$ cat config.mk
export PLATFORM = sky130hd
export DESIGN_NAME = pmr_monitor
export DESIGN_NICKNAME = d
export VERILOG_FILES = /design/src/rtl/pmr_pkg.sv /design/src/rtl/pmr_i2c_slave.sv /design/src/rtl/pmr_monitor.sv
export VERILOG_INCLUDE_DIRS = /design/src /design/src/rtl
export SDC_FILE = /design/constraint.sdc
export NUM_CORES = 2
export LEC_CHECK = 0
export ABC_AREA = 1
export BUFFER_PORTS_ARGS = -buffer_cell sky130_fd_sc_hd__buf_2
export CORE_ASPECT_RATIO = 0.6
export CORE_MARGIN = 5
export CORE_UTILIZATION = 60
export CTS_CLUSTER_SIZE = 20
export DETAILED_ROUTE_END_ITERATION = 12
export PLACE_DENSITY = 0.88
export SYNTH_ARGS = -nofsm -noshare
export SYNTH_HDL_FRONTEND = slang
export SYNTH_HIERARCHICAL = 1
export SYNTH_SLANG_ARGS = --single-unit
export TNS_END_PERCENT = 5
$ cat constraint.sdc
create_clock -name clk -period 27.2 [get_ports clk]
set_input_delay 1.36 -clock clk [delete_from_list [all_inputs] [get_ports clk]]
set_output_delay 1.36 -clock clk [all_outputs]
set_load 0.005 [all_outputs]
$ cat src/rtl/pmr_regs.svh
// Register offsets, field positions, reset values and scaling shifts of the monitor
`ifndef PMR_REGS_SVH
`define PMR_REGS_SVH

`define PMR_OFS_CONFIG        8'h00
`define PMR_OFS_SHUNT_CAL     8'h02
`define PMR_OFS_SHUNT_RES     8'h04
`define PMR_OFS_BUS_RES       8'h05
`define PMR_OFS_DIE_TEMP      8'h06
`define PMR_OFS_CURRENT       8'h07
`define PMR_OFS_POWER         8'h08
`define PMR_OFS_ENERGY        8'h09
`define PMR_OFS_CHARGE        8'h0a
`define PMR_OFS_PWR_LIMIT     8'h11
`define PMR_OFS_MAKER_ID      8'h3e
`define PMR_OFS_PART_ID       8'h3f

`define PMR_CFG_ACC_CLEAR_BIT 14
`define PMR_CFG_RANGE_BIT     4
`define PMR_CONFIG_RESET      16'h0000
`define PMR_SHUNT_CAL_RESET   15'h1000
`define PMR_PWR_LIMIT_RESET   16'hffff

`define PMR_LEN_16            3'h2
`define PMR_LEN_24            3'h3
`define PMR_LEN_40            3'h5

`define PMR_CUR_LO            15
`define PMR_PWR_LO            14
`define PMR_I2C_ADDR_RESET    7'h40

`endif

$ cat src/rtl/pmr_pkg.sv
// Types shared by the monitor register block and its serial slave
`default_nettype none
package pmr_pkg;

  typedef enum logic [3:0] {
    PMR_IDLE  = 4'h0,
    PMR_ADDR  = 4'h1,
    PMR_ACK_A = 4'h2,
    PMR_PTR   = 4'h3,
    PMR_ACK_P = 4'h4,
    PMR_WR    = 4'h5,
    PMR_ACK_W = 4'h6,
    PMR_RD    = 4'h7,
    PMR_RACK  = 4'h8
  } pmr_i2c_e;

  typedef struct packed {
    logic        scl_q;
    logic        sda_q;
    pmr_i2c_e    st;
    logic [3:0]  bitc;
    logic [7:0]  shreg;
    logic [7:0]  ptr;
    logic [7:0]  hi;
    logic [2:0]  bytec;
    logic [2:0]  nbytes;
    logic        rw;
    logic        nack;
    logic        sda_oe;
    logic [39:0] word;
    logic        wr_stb;
    logic [15:0] wr_data;
  } pmr_i2c_s;

  typedef struct packed {
    logic        range_sel;
    logic        acc_clear;
    logic [14:0] shunt_cal;
    logic [15:0] pwr_limit;
    logic [19:0] shunt_res;
    logic [19:0] bus_res;
    logic [15:0] temp;
    logic [19:0] current;
    logic [23:0] power;
    logic [39:0] energy;
    logic [39:0] charge;
    logic        stage1;
    logic        stage2;
    logic        over_power;
  } pmr_top_s;

endpackage
`default_nettype wire

$ cat src/rtl/pmr_i2c_slave.sv
// Serial register slave: address, register pointer, 16-bit writes and multi-byte reads
`default_nettype none
`include "pmr_regs.svh"
module pmr_i2c_slave (
  // Clock and reset
  input  wire logic        clk,
  input  wire logic        rst_n,
  // Serial pins
  input  wire logic [6:0]  dev_addr,
  input  wire logic        scl,
  input  wire logic        sda_i,
  output logic             sda_oe,
  // Register side
  output logic [7:0]       ptr,
  input  wire logic [39:0] rd_word,
  input  wire logic [2:0]  rd_len,
  output logic             wr_stb,
  output logic [15:0]      wr_data
);

  pmr_pkg::pmr_i2c_s s_reg;
  pmr_pkg::pmr_i2c_s s_next;

  function automatic logic [7:0] pick(input logic [39:0] w, input logic [2:0] n,
                                      input logic [2:0] k);
    logic [2:0] idx;
    idx = n - k - 3'h1;
    pick = w[idx*8 +: 8];
  endfunction

  logic start_c;
  logic stop_c;
  logic rise_c;
  logic fall_c;
  logic [7:0] nxt_byte;

  assign start_c = s_reg.scl_q & scl & s_reg.sda_q & ~sda_i;
  assign stop_c  = s_reg.scl_q & scl & ~s_reg.sda_q & sda_i;
  assign rise_c  = ~s_reg.scl_q & scl;
  assign fall_c  = s_reg.scl_q & ~scl;
  assign nxt_byte = pick(s_reg.word, s_reg.nbytes, s_reg.bytec);

  always_comb begin
    s_next = s_reg;
    s_next.scl_q = scl;
    s_next.sda_q = sda_i;
    s_next.wr_stb = 1'b0;
    if (start_c) begin
      s_next.st = pmr_pkg::PMR_ADDR;
      s_next.bitc = 4'h0;
      s_next.sda_oe = 1'b0;
      s_next.bytec = 3'h0;
    end else if (stop_c) begin
      s_next.st = pmr_pkg::PMR_IDLE;
      s_next.sda_oe = 1'b0;
    end else begin
      unique case (s_reg.st)
        pmr_pkg::PMR_IDLE: begin
        end
        pmr_pkg::PMR_ADDR, pmr_pkg::PMR_PTR, pmr_pkg::PMR_WR: begin
          if (rise_c) begin
            s_next.shreg = {s_reg.shreg[6:0], sda_i};
            s_next.bitc = s_reg.bitc + 4'h1;
          end
          if (fall_c && s_reg.bitc == 4'h8) begin
            s_next.sda_oe = 1'b1;
            if (s_reg.st == pmr_pkg::PMR_ADDR) begin
              if (s_reg.shreg[7:1] == dev_addr) begin
                s_next.st = pmr_pkg::PMR_ACK_A;
                s_next.rw = s_reg.shreg[0];
                s_next.word = rd_word;
                s_next.nbytes = rd_len;
                s_next.bytec = 3'h0;
              end else begin
                s_next.st = pmr_pkg::PMR_IDLE;
                s_next.sda_oe = 1'b0;
              end
            end else if (s_reg.st == pmr_pkg::PMR_PTR) begin
              s_next.ptr = s_reg.shreg;
              s_next.bytec = 3'h0;
              s_next.st = pmr_pkg::PMR_ACK_P;
            end else begin
              s_next.st = pmr_pkg::PMR_ACK_W;
              if (s_reg.bytec == 3'h0) begin
                s_next.hi = s_reg.shreg;
                s_next.bytec = 3'h1;
              end else begin
                s_next.wr_stb = 1'b1;
                s_next.wr_data = {s_reg.hi, s_reg.shreg};
                s_next.bytec = 3'h0;
              end
            end
          end
        end
        pmr_pkg::PMR_ACK_A, pmr_pkg::PMR_ACK_P, pmr_pkg::PMR_ACK_W: begin
          if (fall_c) begin
            s_next.bitc = 4'h0;
            s_next.sda_oe = 1'b0;
            if (s_reg.st == pmr_pkg::PMR_ACK_A && s_reg.rw) begin
              s_next.st = pmr_pkg::PMR_RD;
              s_next.shreg = nxt_byte;
              s_next.sda_oe = ~nxt_byte[7];
            end else if (s_reg.st == pmr_pkg::PMR_ACK_A) begin
              s_next.st = pmr_pkg::PMR_PTR;
            end else begin
              s_next.st = pmr_pkg::PMR_WR;
            end
          end
        end
        pmr_pkg::PMR_RD: begin
          if (rise_c) begin
            s_next.bitc = s_reg.bitc + 4'h1;
          end
          if (fall_c) begin
            if (s_reg.bitc == 4'h8) begin
              s_next.sda_oe = 1'b0;
              s_next.st = pmr_pkg::PMR_RACK;
              s_next.bytec = (s_reg.bytec + 3'h1 >= s_reg.nbytes) ? 3'h0 : s_reg.bytec + 3'h1;
            end else begin
              s_next.sda_oe = ~s_reg.shreg[3'h7 - s_reg.bitc[2:0]];
            end
          end
        end
        pmr_pkg::PMR_RACK: begin
          if (rise_c) begin
            s_next.nack = sda_i;
          end
          if (fall_c) begin
            if (s_reg.nack) begin
              s_next.st = pmr_pkg::PMR_IDLE;
            end else begin
              s_next.st = pmr_pkg::PMR_RD;
              s_next.bitc = 4'h0;
              s_next.shreg = nxt_byte;
              s_next.sda_oe = ~nxt_byte[7];
            end
          end
        end
        default: begin
          s_next.st = pmr_pkg::PMR_IDLE;
        end
      endcase
    end
  end

  always_ff @(posedge clk or negedge rst_n) begin
    if (!rst_n) begin
      s_reg <= '{scl_q: 1'b1, sda_q: 1'b1, st: pmr_pkg::PMR_IDLE, default: '0};
    end else begin
      s_reg <= s_next;
    end
  end

  assign sda_oe  = s_reg.sda_oe;
  assign ptr     = s_reg.ptr;
  assign wr_stb  = s_reg.wr_stb;
  assign wr_data = s_reg.wr_data;

endmodule
`default_nettype wire

$ cat src/rtl/pmr_monitor.sv
// Power monitor result, accumulator and identification registers behind a serial slave
// Functional notes
// - Read-only 16-bit maker identifier at 3Eh, fixed, writes ignored.
// - Read-only identifier at 3Fh: part code bits 15-4, revision bits 3-0.
// - Range-select configuration bit chooses wide or narrow shunt input range.
// - Result codes are linear: shunt 312.5/78.125 nV, bus 195.3125 uV per LSB.
// - Shunt and bus results are 20-bit; shunt signed, bus non-negative.
// - Die temperature result is signed 16-bit, 7.8125 millidegrees per LSB.
// - Temperature code spans about minus to plus 256 degrees.
// - Each shunt conversion produces a new current from shunt code and scale.
// - A zero scale factor forces the current result to zero.
// - Power is 24-bit unsigned, LSB equal to 3.2 current LSBs in watts.
// - Energy accumulates in 40-bit unsigned register, adding the unscaled power result once per conversion.
// - Charge accumulates in 40-bit two's complement, following current sign.
// - Energy and charge wrap through zero on overflow, never saturate.
// - Accumulator clear bit zeroes energy and charge at any time.
// - Power limit times 256 is compared with power to flag over-power.
`default_nettype none
`include "pmr_regs.svh"
module pmr_monitor #(
  parameter logic [15:0] MAKER_CODE = 16'h0a5c,  // Arbitrary value
  parameter logic [11:0] PART_CODE  = 12'h0b1,   // Arbitrary value
  parameter logic [3:0]  REV_CODE   = 4'h2       // Arbitrary value
) (
  // Clock and reset
  input  wire logic        clk,
  input  wire logic        rstn,
  // Serial pins
  input  wire logic [6:0]  dev_addr,
  input  wire logic        scl,
  input  wire logic        sda_i,
  output logic             sda_o,
  output logic             sda_oe,
  // Converter results
  input  wire logic [19:0] shunt_code,
  input  wire logic        shunt_valid,
  input  wire logic [19:0] bus_code,
  input  wire logic        bus_valid,
  input  wire logic [15:0] temp_code,
  input  wire logic        temp_valid,
  // Status to the rest of the chip
  output logic             input_range_select,
  output logic             power_over_limit
);

  logic [1:0] rst_sync_reg;
  logic       rst_n;

  always_ff @(posedge clk or negedge rstn) begin
    if (!rstn) begin
      rst_sync_reg <= 2'b00;
    end else begin
      rst_sync_reg <= {rst_sync_reg[0], 1'b1};
    end
  end
  assign rst_n = rst_sync_reg[1];

  pmr_pkg::pmr_top_s s_reg;
  pmr_pkg::pmr_top_s s_next;

  logic [7:0]  ptr;
  logic        wr_stb;
  logic [15:0] wr_data;
  logic [39:0] rd_word;
  logic [2:0]  rd_len;
  logic        sda_oe_c;

  pmr_i2c_slave u_slave (
    .clk     (clk),
    .rst_n   (rst_n),
    .dev_addr(dev_addr),
    .scl     (scl),
    .sda_i   (sda_i),
    .sda_oe  (sda_oe_c),
    .ptr     (ptr),
    .rd_word (rd_word),
    .rd_len  (rd_len),
    .wr_stb  (wr_stb),
    .wr_data (wr_data)
  );

  logic signed [35:0] cur_prod;
  logic [19:0]        cur_mag;
  logic [39:0]        pwr_prod;
  logic [25:0]        pwr_full;

  assign cur_prod = $signed(shunt_code) * $signed({1'b0, s_reg.shunt_cal});
  assign cur_mag  = s_reg.current[19] ? 20'(-s_reg.current) : s_reg.current;
  assign pwr_prod = {20'h0, cur_mag} * {20'h0, s_reg.bus_res};
  assign pwr_full = pwr_prod[`PMR_PWR_LO +: 26];

  // Read data multiplexer
  always_comb begin
    rd_word = 40'h0;
    rd_len  = `PMR_LEN_16;
    unique case (ptr)
      `PMR_OFS_CONFIG: begin
        rd_word[`PMR_CFG_RANGE_BIT] = s_reg.range_sel;
      end
      `PMR_OFS_SHUNT_CAL: begin
        rd_word[14:0] = s_reg.shunt_cal;
      end
      `PMR_OFS_SHUNT_RES: begin
        rd_word[23:0] = {{4{s_reg.shunt_res[19]}}, s_reg.shunt_res};
        rd_len = `PMR_LEN_24;
      end
      `PMR_OFS_BUS_RES: begin
        rd_word[23:0] = {4'h0, s_reg.bus_res};
        rd_len = `PMR_LEN_24;
      end
      `PMR_OFS_DIE_TEMP: begin
        rd_word[15:0] = s_reg.temp;
      end
      `PMR_OFS_CURRENT: begin
        rd_word[23:0] = {{4{s_reg.current[19]}}, s_reg.current};
        rd_len = `PMR_LEN_24;
      end
      `PMR_OFS_POWER: begin
        rd_word[23:0] = s_reg.power;
        rd_len = `PMR_LEN_24;
      end
      `PMR_OFS_ENERGY: begin
        rd_word = s_reg.energy;
        rd_len = `PMR_LEN_40;
      end
      `PMR_OFS_CHARGE: begin
        rd_word = s_reg.charge;
        rd_len = `PMR_LEN_40;
      end
      `PMR_OFS_PWR_LIMIT: begin
        rd_word[15:0] = s_reg.pwr_limit;
      end
      `PMR_OFS_MAKER_ID: begin
        rd_word[15:0] = MAKER_CODE;
      end
      `PMR_OFS_PART_ID: begin
        rd_word[15:0] = {PART_CODE, REV_CODE};
      end
      default: begin
        rd_word = 40'h0;
      end
    endcase
  end

  always_comb begin
    s_next = s_reg;
    s_next.acc_clear = 1'b0;
    s_next.stage1 = 1'b0;
    s_next.stage2 = 1'b0;
    // Register writes; identifiers and results ignore them
    if (wr_stb) begin
      unique case (ptr)
        `PMR_OFS_CONFIG: begin
          s_next.range_sel = wr_data[`PMR_CFG_RANGE_BIT];
          s_next.acc_clear = wr_data[`PMR_CFG_ACC_CLEAR_BIT];
        end
        `PMR_OFS_SHUNT_CAL: begin
          s_next.shunt_cal = wr_data[14:0];
        end
        `PMR_OFS_PWR_LIMIT: begin
          s_next.pwr_limit = wr_data;
        end
        default: begin
        end
      endcase
    end
    if (bus_valid) begin
      s_next.bus_res = bus_code;
    end
    if (temp_valid) begin
      s_next.temp = temp_code;
    end
    if (shunt_valid) begin
      s_next.shunt_res = shunt_code;
      s_next.current = cur_prod[`PMR_CUR_LO +: 20];
      s_next.stage1 = 1'b1;
    end
    if (s_reg.stage1) begin
      s_next.power = (pwr_full[25:24] != 2'b00) ? 24'hffffff : pwr_full[23:0];
      s_next.charge = s_reg.charge + {{20{s_reg.current[19]}}, s_reg.current};
      s_next.stage2 = 1'b1;
    end
    if (s_reg.stage2) begin
      s_next.energy = s_reg.energy + {16'h0, s_reg.power};
    end
    if (s_reg.acc_clear) begin
      s_next.energy = 40'h0;
      s_next.charge = 40'h0;
    end
    s_next.over_power = s_reg.power > {s_reg.pwr_limit, 8'h00};
  end

  always_ff @(posedge clk or negedge rst_n) begin
    if (!rst_n) begin
      s_reg <= '{range_sel: 1'(`PMR_CONFIG_RESET >> `PMR_CFG_RANGE_BIT),
                 shunt_cal: `PMR_SHUNT_CAL_RESET,
                 pwr_limit: `PMR_PWR_LIMIT_RESET,
                 default: '0};
    end else begin
      s_reg <= s_next;
    end
  end

  assign input_range_select = s_reg.range_sel;
  assign power_over_limit   = s_reg.over_power;
  assign sda_oe             = sda_oe_c;
  assign sda_o              = 1'b0;

endmodule
`default_nettype wire

======== Yosys cells after proc, flatten, opt, wreduce, memory -nomap -nowiden ========
Cells that the tools add are included.
word-level totals
  bits in registers ....................... 318
  logic and storage cells ................. 214
  input port bits ......................... 70
cells by class
  equal/unequal tests ..................... 43
  muxes and demuxes ....................... 79
  bitwise operators ....................... 18
  reductions and logical operators ........ 30
  shift-type cells ........................ 1
  order comparisons ....................... 3
  add/subtract/negate cells ............... 8
  multiply operators ...................... 2
operators with widths
  cell                number
  $mux 40             3
  $pmux 10 s11        1
  $mux 17             6
  $mux 16             5
  $mux 80             1
  $mux 58             1
  $pmux 8 s6          1
  $pmux 4 s11         1
  $mux 41             1
  $add 40x24->40      1
  $add 40x40->40      1
  $mul 20x20->40      1
  $mux 8              5
  $shiftx 40x7->8     1
  $mux 36             1
  $mul 20x16->35      1
  $eq 8x3->1 const B  4
  $mux 32             1
  $mux 4              8
  $pmux 16 s2         1
  $reduce_and 6->1    5
  $mux 3              9
  $eq 8x4->1 const B  3
  $gt 24x24->1        1
  other kinds (56)    121

======== Logic depth before layout (Yosys ltp) ========
  depth in word-level cells ............... 9
  mapped depth ............................ 42

======== Hierarchy ========
The synthesis kept the hierarchy.
by module, submodules not included
  module         times used  area an instance (µm²)  cells an instance  sequential area each (µm²)
  pmr_monitor    1           39639.3                 5349               5476.5
  pmr_i2c_slave  1           5390.2                  716                2504.9

======== Worst setup path before layout ========
Ideal clock, no wire load.
  kind .................................... reg2reg
  start ................................... register s_reg[108] (netlist name)
  end ..................................... register s_reg[92] (netlist name)
  period minus slack after synthesis ...... 7.333 ns
  cell stages (with the launch flop) ...... 40
  required time ........................... 27.087 ns
  buffers on the path ..................... 2
  path slack .............................. 19.867 ns
  arrival ................................. 7.220 ns
  cells stage by stage .................... dfrtp_1 inv_1 ha_1 inv_1 nor3_2 inv_2 nor4_4 nand2_1 o21ai_2 or2_2 nand2_2 inv_2 buf_2 nor2_1 fa_1 inv_1 fa_1 fa_1 [4 not listed] inv_1 fa_1 inv_1 ha_1 nand2_1 nor2_1 inv_1 nor2_1 nand2_1 nor2_1 nand2_1 nand4_1 nand3_1 nor2_2 buf_2 nand2_1 nand2_1 inv_1

==> flow_metrics.py <==
metrics = {
    "outcome": {
        "status": "finished, final reports clean",
    },
    "worst_hold_path": {
        "hold_path_depth": 0,
        "hold_class": "flop to flop",
    },
    "final_layout": {
        "fillers": 6500,
        "drive_above_1_share_pct": 4.274,
        "final_cell_area_um2": 47190,
        "regArea_um2": 7985,
        "fin_cells": 7000,
        "fin_nets": 6989,
        "multi_input_area_um2": 31040,
        "largest_reg_flops": 214,
        "final_util_pct": 63.77,
        "syn2layout_area_growth_pct": 4.788,
        "diodes": 0,
    },
    "cts": {
        "cts_hold_buf": 0,
        "cts_resized": 0,
        "cts_root_buffer": "clkbuf_16",
        "post_cts_buffers": 0,
        "numCtsBuffers": 36,
        "htree_levels": 2,
        "insertion_delay_ns": 0.60,
        "cts.sinks": 318,
        "cts_tree": "built",
        "cts.path.max_buffers": 3,
        "clkTransAtPathRegs_ns": 0.07,
    },
    "power_and_ir_drop": {
        "p_sw_share_pct": 37.16,
        "leakagePower_uw": 0.02514,
        "p_sw_uw": 548.8,
        "p_comb_share_pct": 23.6,
        "cellPowerDensity_nw_per_um2": 31.30,
        "vdd_drop_max_mv": 0.05303,
        "seqPwrFrac_pct": 39.5,
        "internal_power_uw": 928.2,
        "pwr-share-clk_pct": 37.0,
    },
    "placed_design": {
        "port_buffers": 72,
        "dpl.hpwl_um": 130400,
        "placedCellCount": 6934,
        "gp_congestion": 1.081,
        "dpl_cell_area_um2": 45910,
    },
    "sta": {
        "setup_violations": 0,
        "rsz0062_at_grt": "false",
        "layout_min_cycle_time_ns": 9.261,
        "period_share_pct": 34.05,
        "drv_slew": 0,
        "clock_skew_ns": 0.03516,
        "tightest_slew_ns": 1.281,
        "hold_violations": 0,
        "slew_headroom_pct": 14.59,
        "max_freq_mhz": 108.0,
        "tns_ns": 0,
        "holdWs_ns": 0.3558,
    },
    "die": {
        "pin_count": 74,
        "die_w_um": 363.7,
        "start_util_pct": 60.86,
        "fp-row-count": 77,
        "die_h_um": 222.2,
        "die_area_um2": 80810,
        "core_area_um2": 73990,
    },
    "detailed_routing": {
        "ant_nets": 0,
        "wire_per_inst_um": 23.00,
        "via_per_inst": 5.951,
        "wl_um": 161000,
        "drc": 0,
        "vias": 41650,
        "dr.pass1.iters": 8,
        "drt_iter0_drc": 5612,
    },
    "yosys": {
        "synth-compound-area-share_pct": 9.636,
        "ys.flop_type": "dfrtp_1",
        "syn_nets": 7069,
        "yosysTopAreaCell": "fa_1",
        "synth_common_cells": "1,492 x nand2_1, 1,324 x inv_1, 614 x fa_1",
        "synth_xor_area_share_pct": 1.264,
        "synthDominantCellAreaShare_pct": 27.30,
        "synth_cell_types": 55,
        "ys_warn_count": 6,
        "synth-edff-count": 0,
        "synth_top_family_by_area": "adder cells",
        "yosys-top-cells-area": "fa_1 27%, dfrtp_1 17%, nand2_1 12%",
        "synthesis.area_um2": 45030,
        "ys_ff_latch": 318,
        "synth.avg_cell_area_um2": 7.424,
        "yosysMostFrequentCell": "nand2_1",
        "synth_fa_ha_area_share_pct": 36.19,
        "synth-seq-area-share_pct": 17.72,
        "synthSimpleGateAreaFrac_pct": 21.78,
        "synth_mux_area_share_pct": 0.02223,
        "synthArstFlopShare_pct": 100.0,
        "synth_cells": 6065,
    },
    "setup_path": {
        "cp-start-kind": "flop",
        "ff2ff_path_depth": 39,
        "crit_path_frequent_cell": "inv_1",
        "reg2reg_setup_slack_ns": 17.94,
        "cp_num_cells": 39,
        "slowest_stage": "fa_1",
        "critPathTopFamily": "adder cells",
        "worst-path-max-fanout": 24,
        "critical_path.n_buffers_inverters": 13,
        "cp-end-kind": "flop",
        "slowest_delay_ns": 0.65,
        "required_ns": 27.69,
        "worstSetupPathType": "flop to flop",
        "crit_arrival_ns": 9.75,
    },
    "global_routing": {
        "grt_max_degree": 144,
        "grt.total_usage_pct": 40.19,
        "gr-total-overflow": 0,
        "first_global_vias": 40360,
        "antenna_found_initial": 6,
        "grt_pass1_wl_um": 246900,
    },
    "run": {
        "drv_cap": 0,
    },
}
## final timing paths
kind	start	to
worst min-delay path	rst_sync_reg[0]	rst_sync_reg[1]
min in group asynchronous	rst_sync_reg[1]	s_reg[36]
worst min register to register	rst_sync_reg[0]	rst_sync_reg[1]
worst max register to register	s_reg[107]	s_reg[89]
max in group asynchronous	rst_sync_reg[1]	s_reg[150]
worst max-delay path	s_reg[107]	s_reg[89]
## layout by cell type, fill, tap and decap left out, types with 39 or more instances in the layout
master / count
xnor2_1: 39
dfrtp_1: 298
nor3_1: 42
fa_1: 614
buf_2: 72
nand2_1: 1492
ha_1: 320
o22ai_1: 61
nand4_1: 39
o21ai_0: 330
inv_1: 1324
nor2_1: 527
nand3_1: 214
a21oi_1: 235
## per-stage QoR
stage / setup WS (ns) / total power, µW
finish: 17.94 / 1477
global route: 17.50 / 1531
CTS: 18.19 / 1456
detailed placement: 18.20 / 916.9
global placement: 18.37 / 906.4
floorplan: 17.71 / 796.2
## cells by family after synthesis
family / after synthesis
AOI/OAI and AO/OA: 775
xor gates and xnor gates: 65
adders and majority gates: 934
buffers and inverters: 1566
DFF: 318
muxes: 1
other: 2
and+or+nand+nor: 2404
## metal layers
metal	global-route usage (%)	wire (µm)	up-vias
li1	-	-	18280
met5	1.070	151	-
met1	60.96	68990	20110
met2	50.38	58250	2906
met3	20.83	29360	350
met4	8.409	4253	8
## final cells by class
cell class	instances	area share, %
flip-flops and latches	318	16.92
repair buffers	102	1.268
inverters	1346	10.71
clock inverters	24	0.7053
well taps	987	2.617
clock buffers	42	1.999
multi-input cells	4181	65.78
## power by group through the flow
stage	Clock, µW	Combinational, µW	Sequential [µW]
after floorplan	0	234	562
after global placement	0	322	585
after detailed placement	0	331	586
after CTS	545	333	578
after global routing	567	379	585
final	546	348	583
No activity file was read; power rests on OpenSTA's default activity.
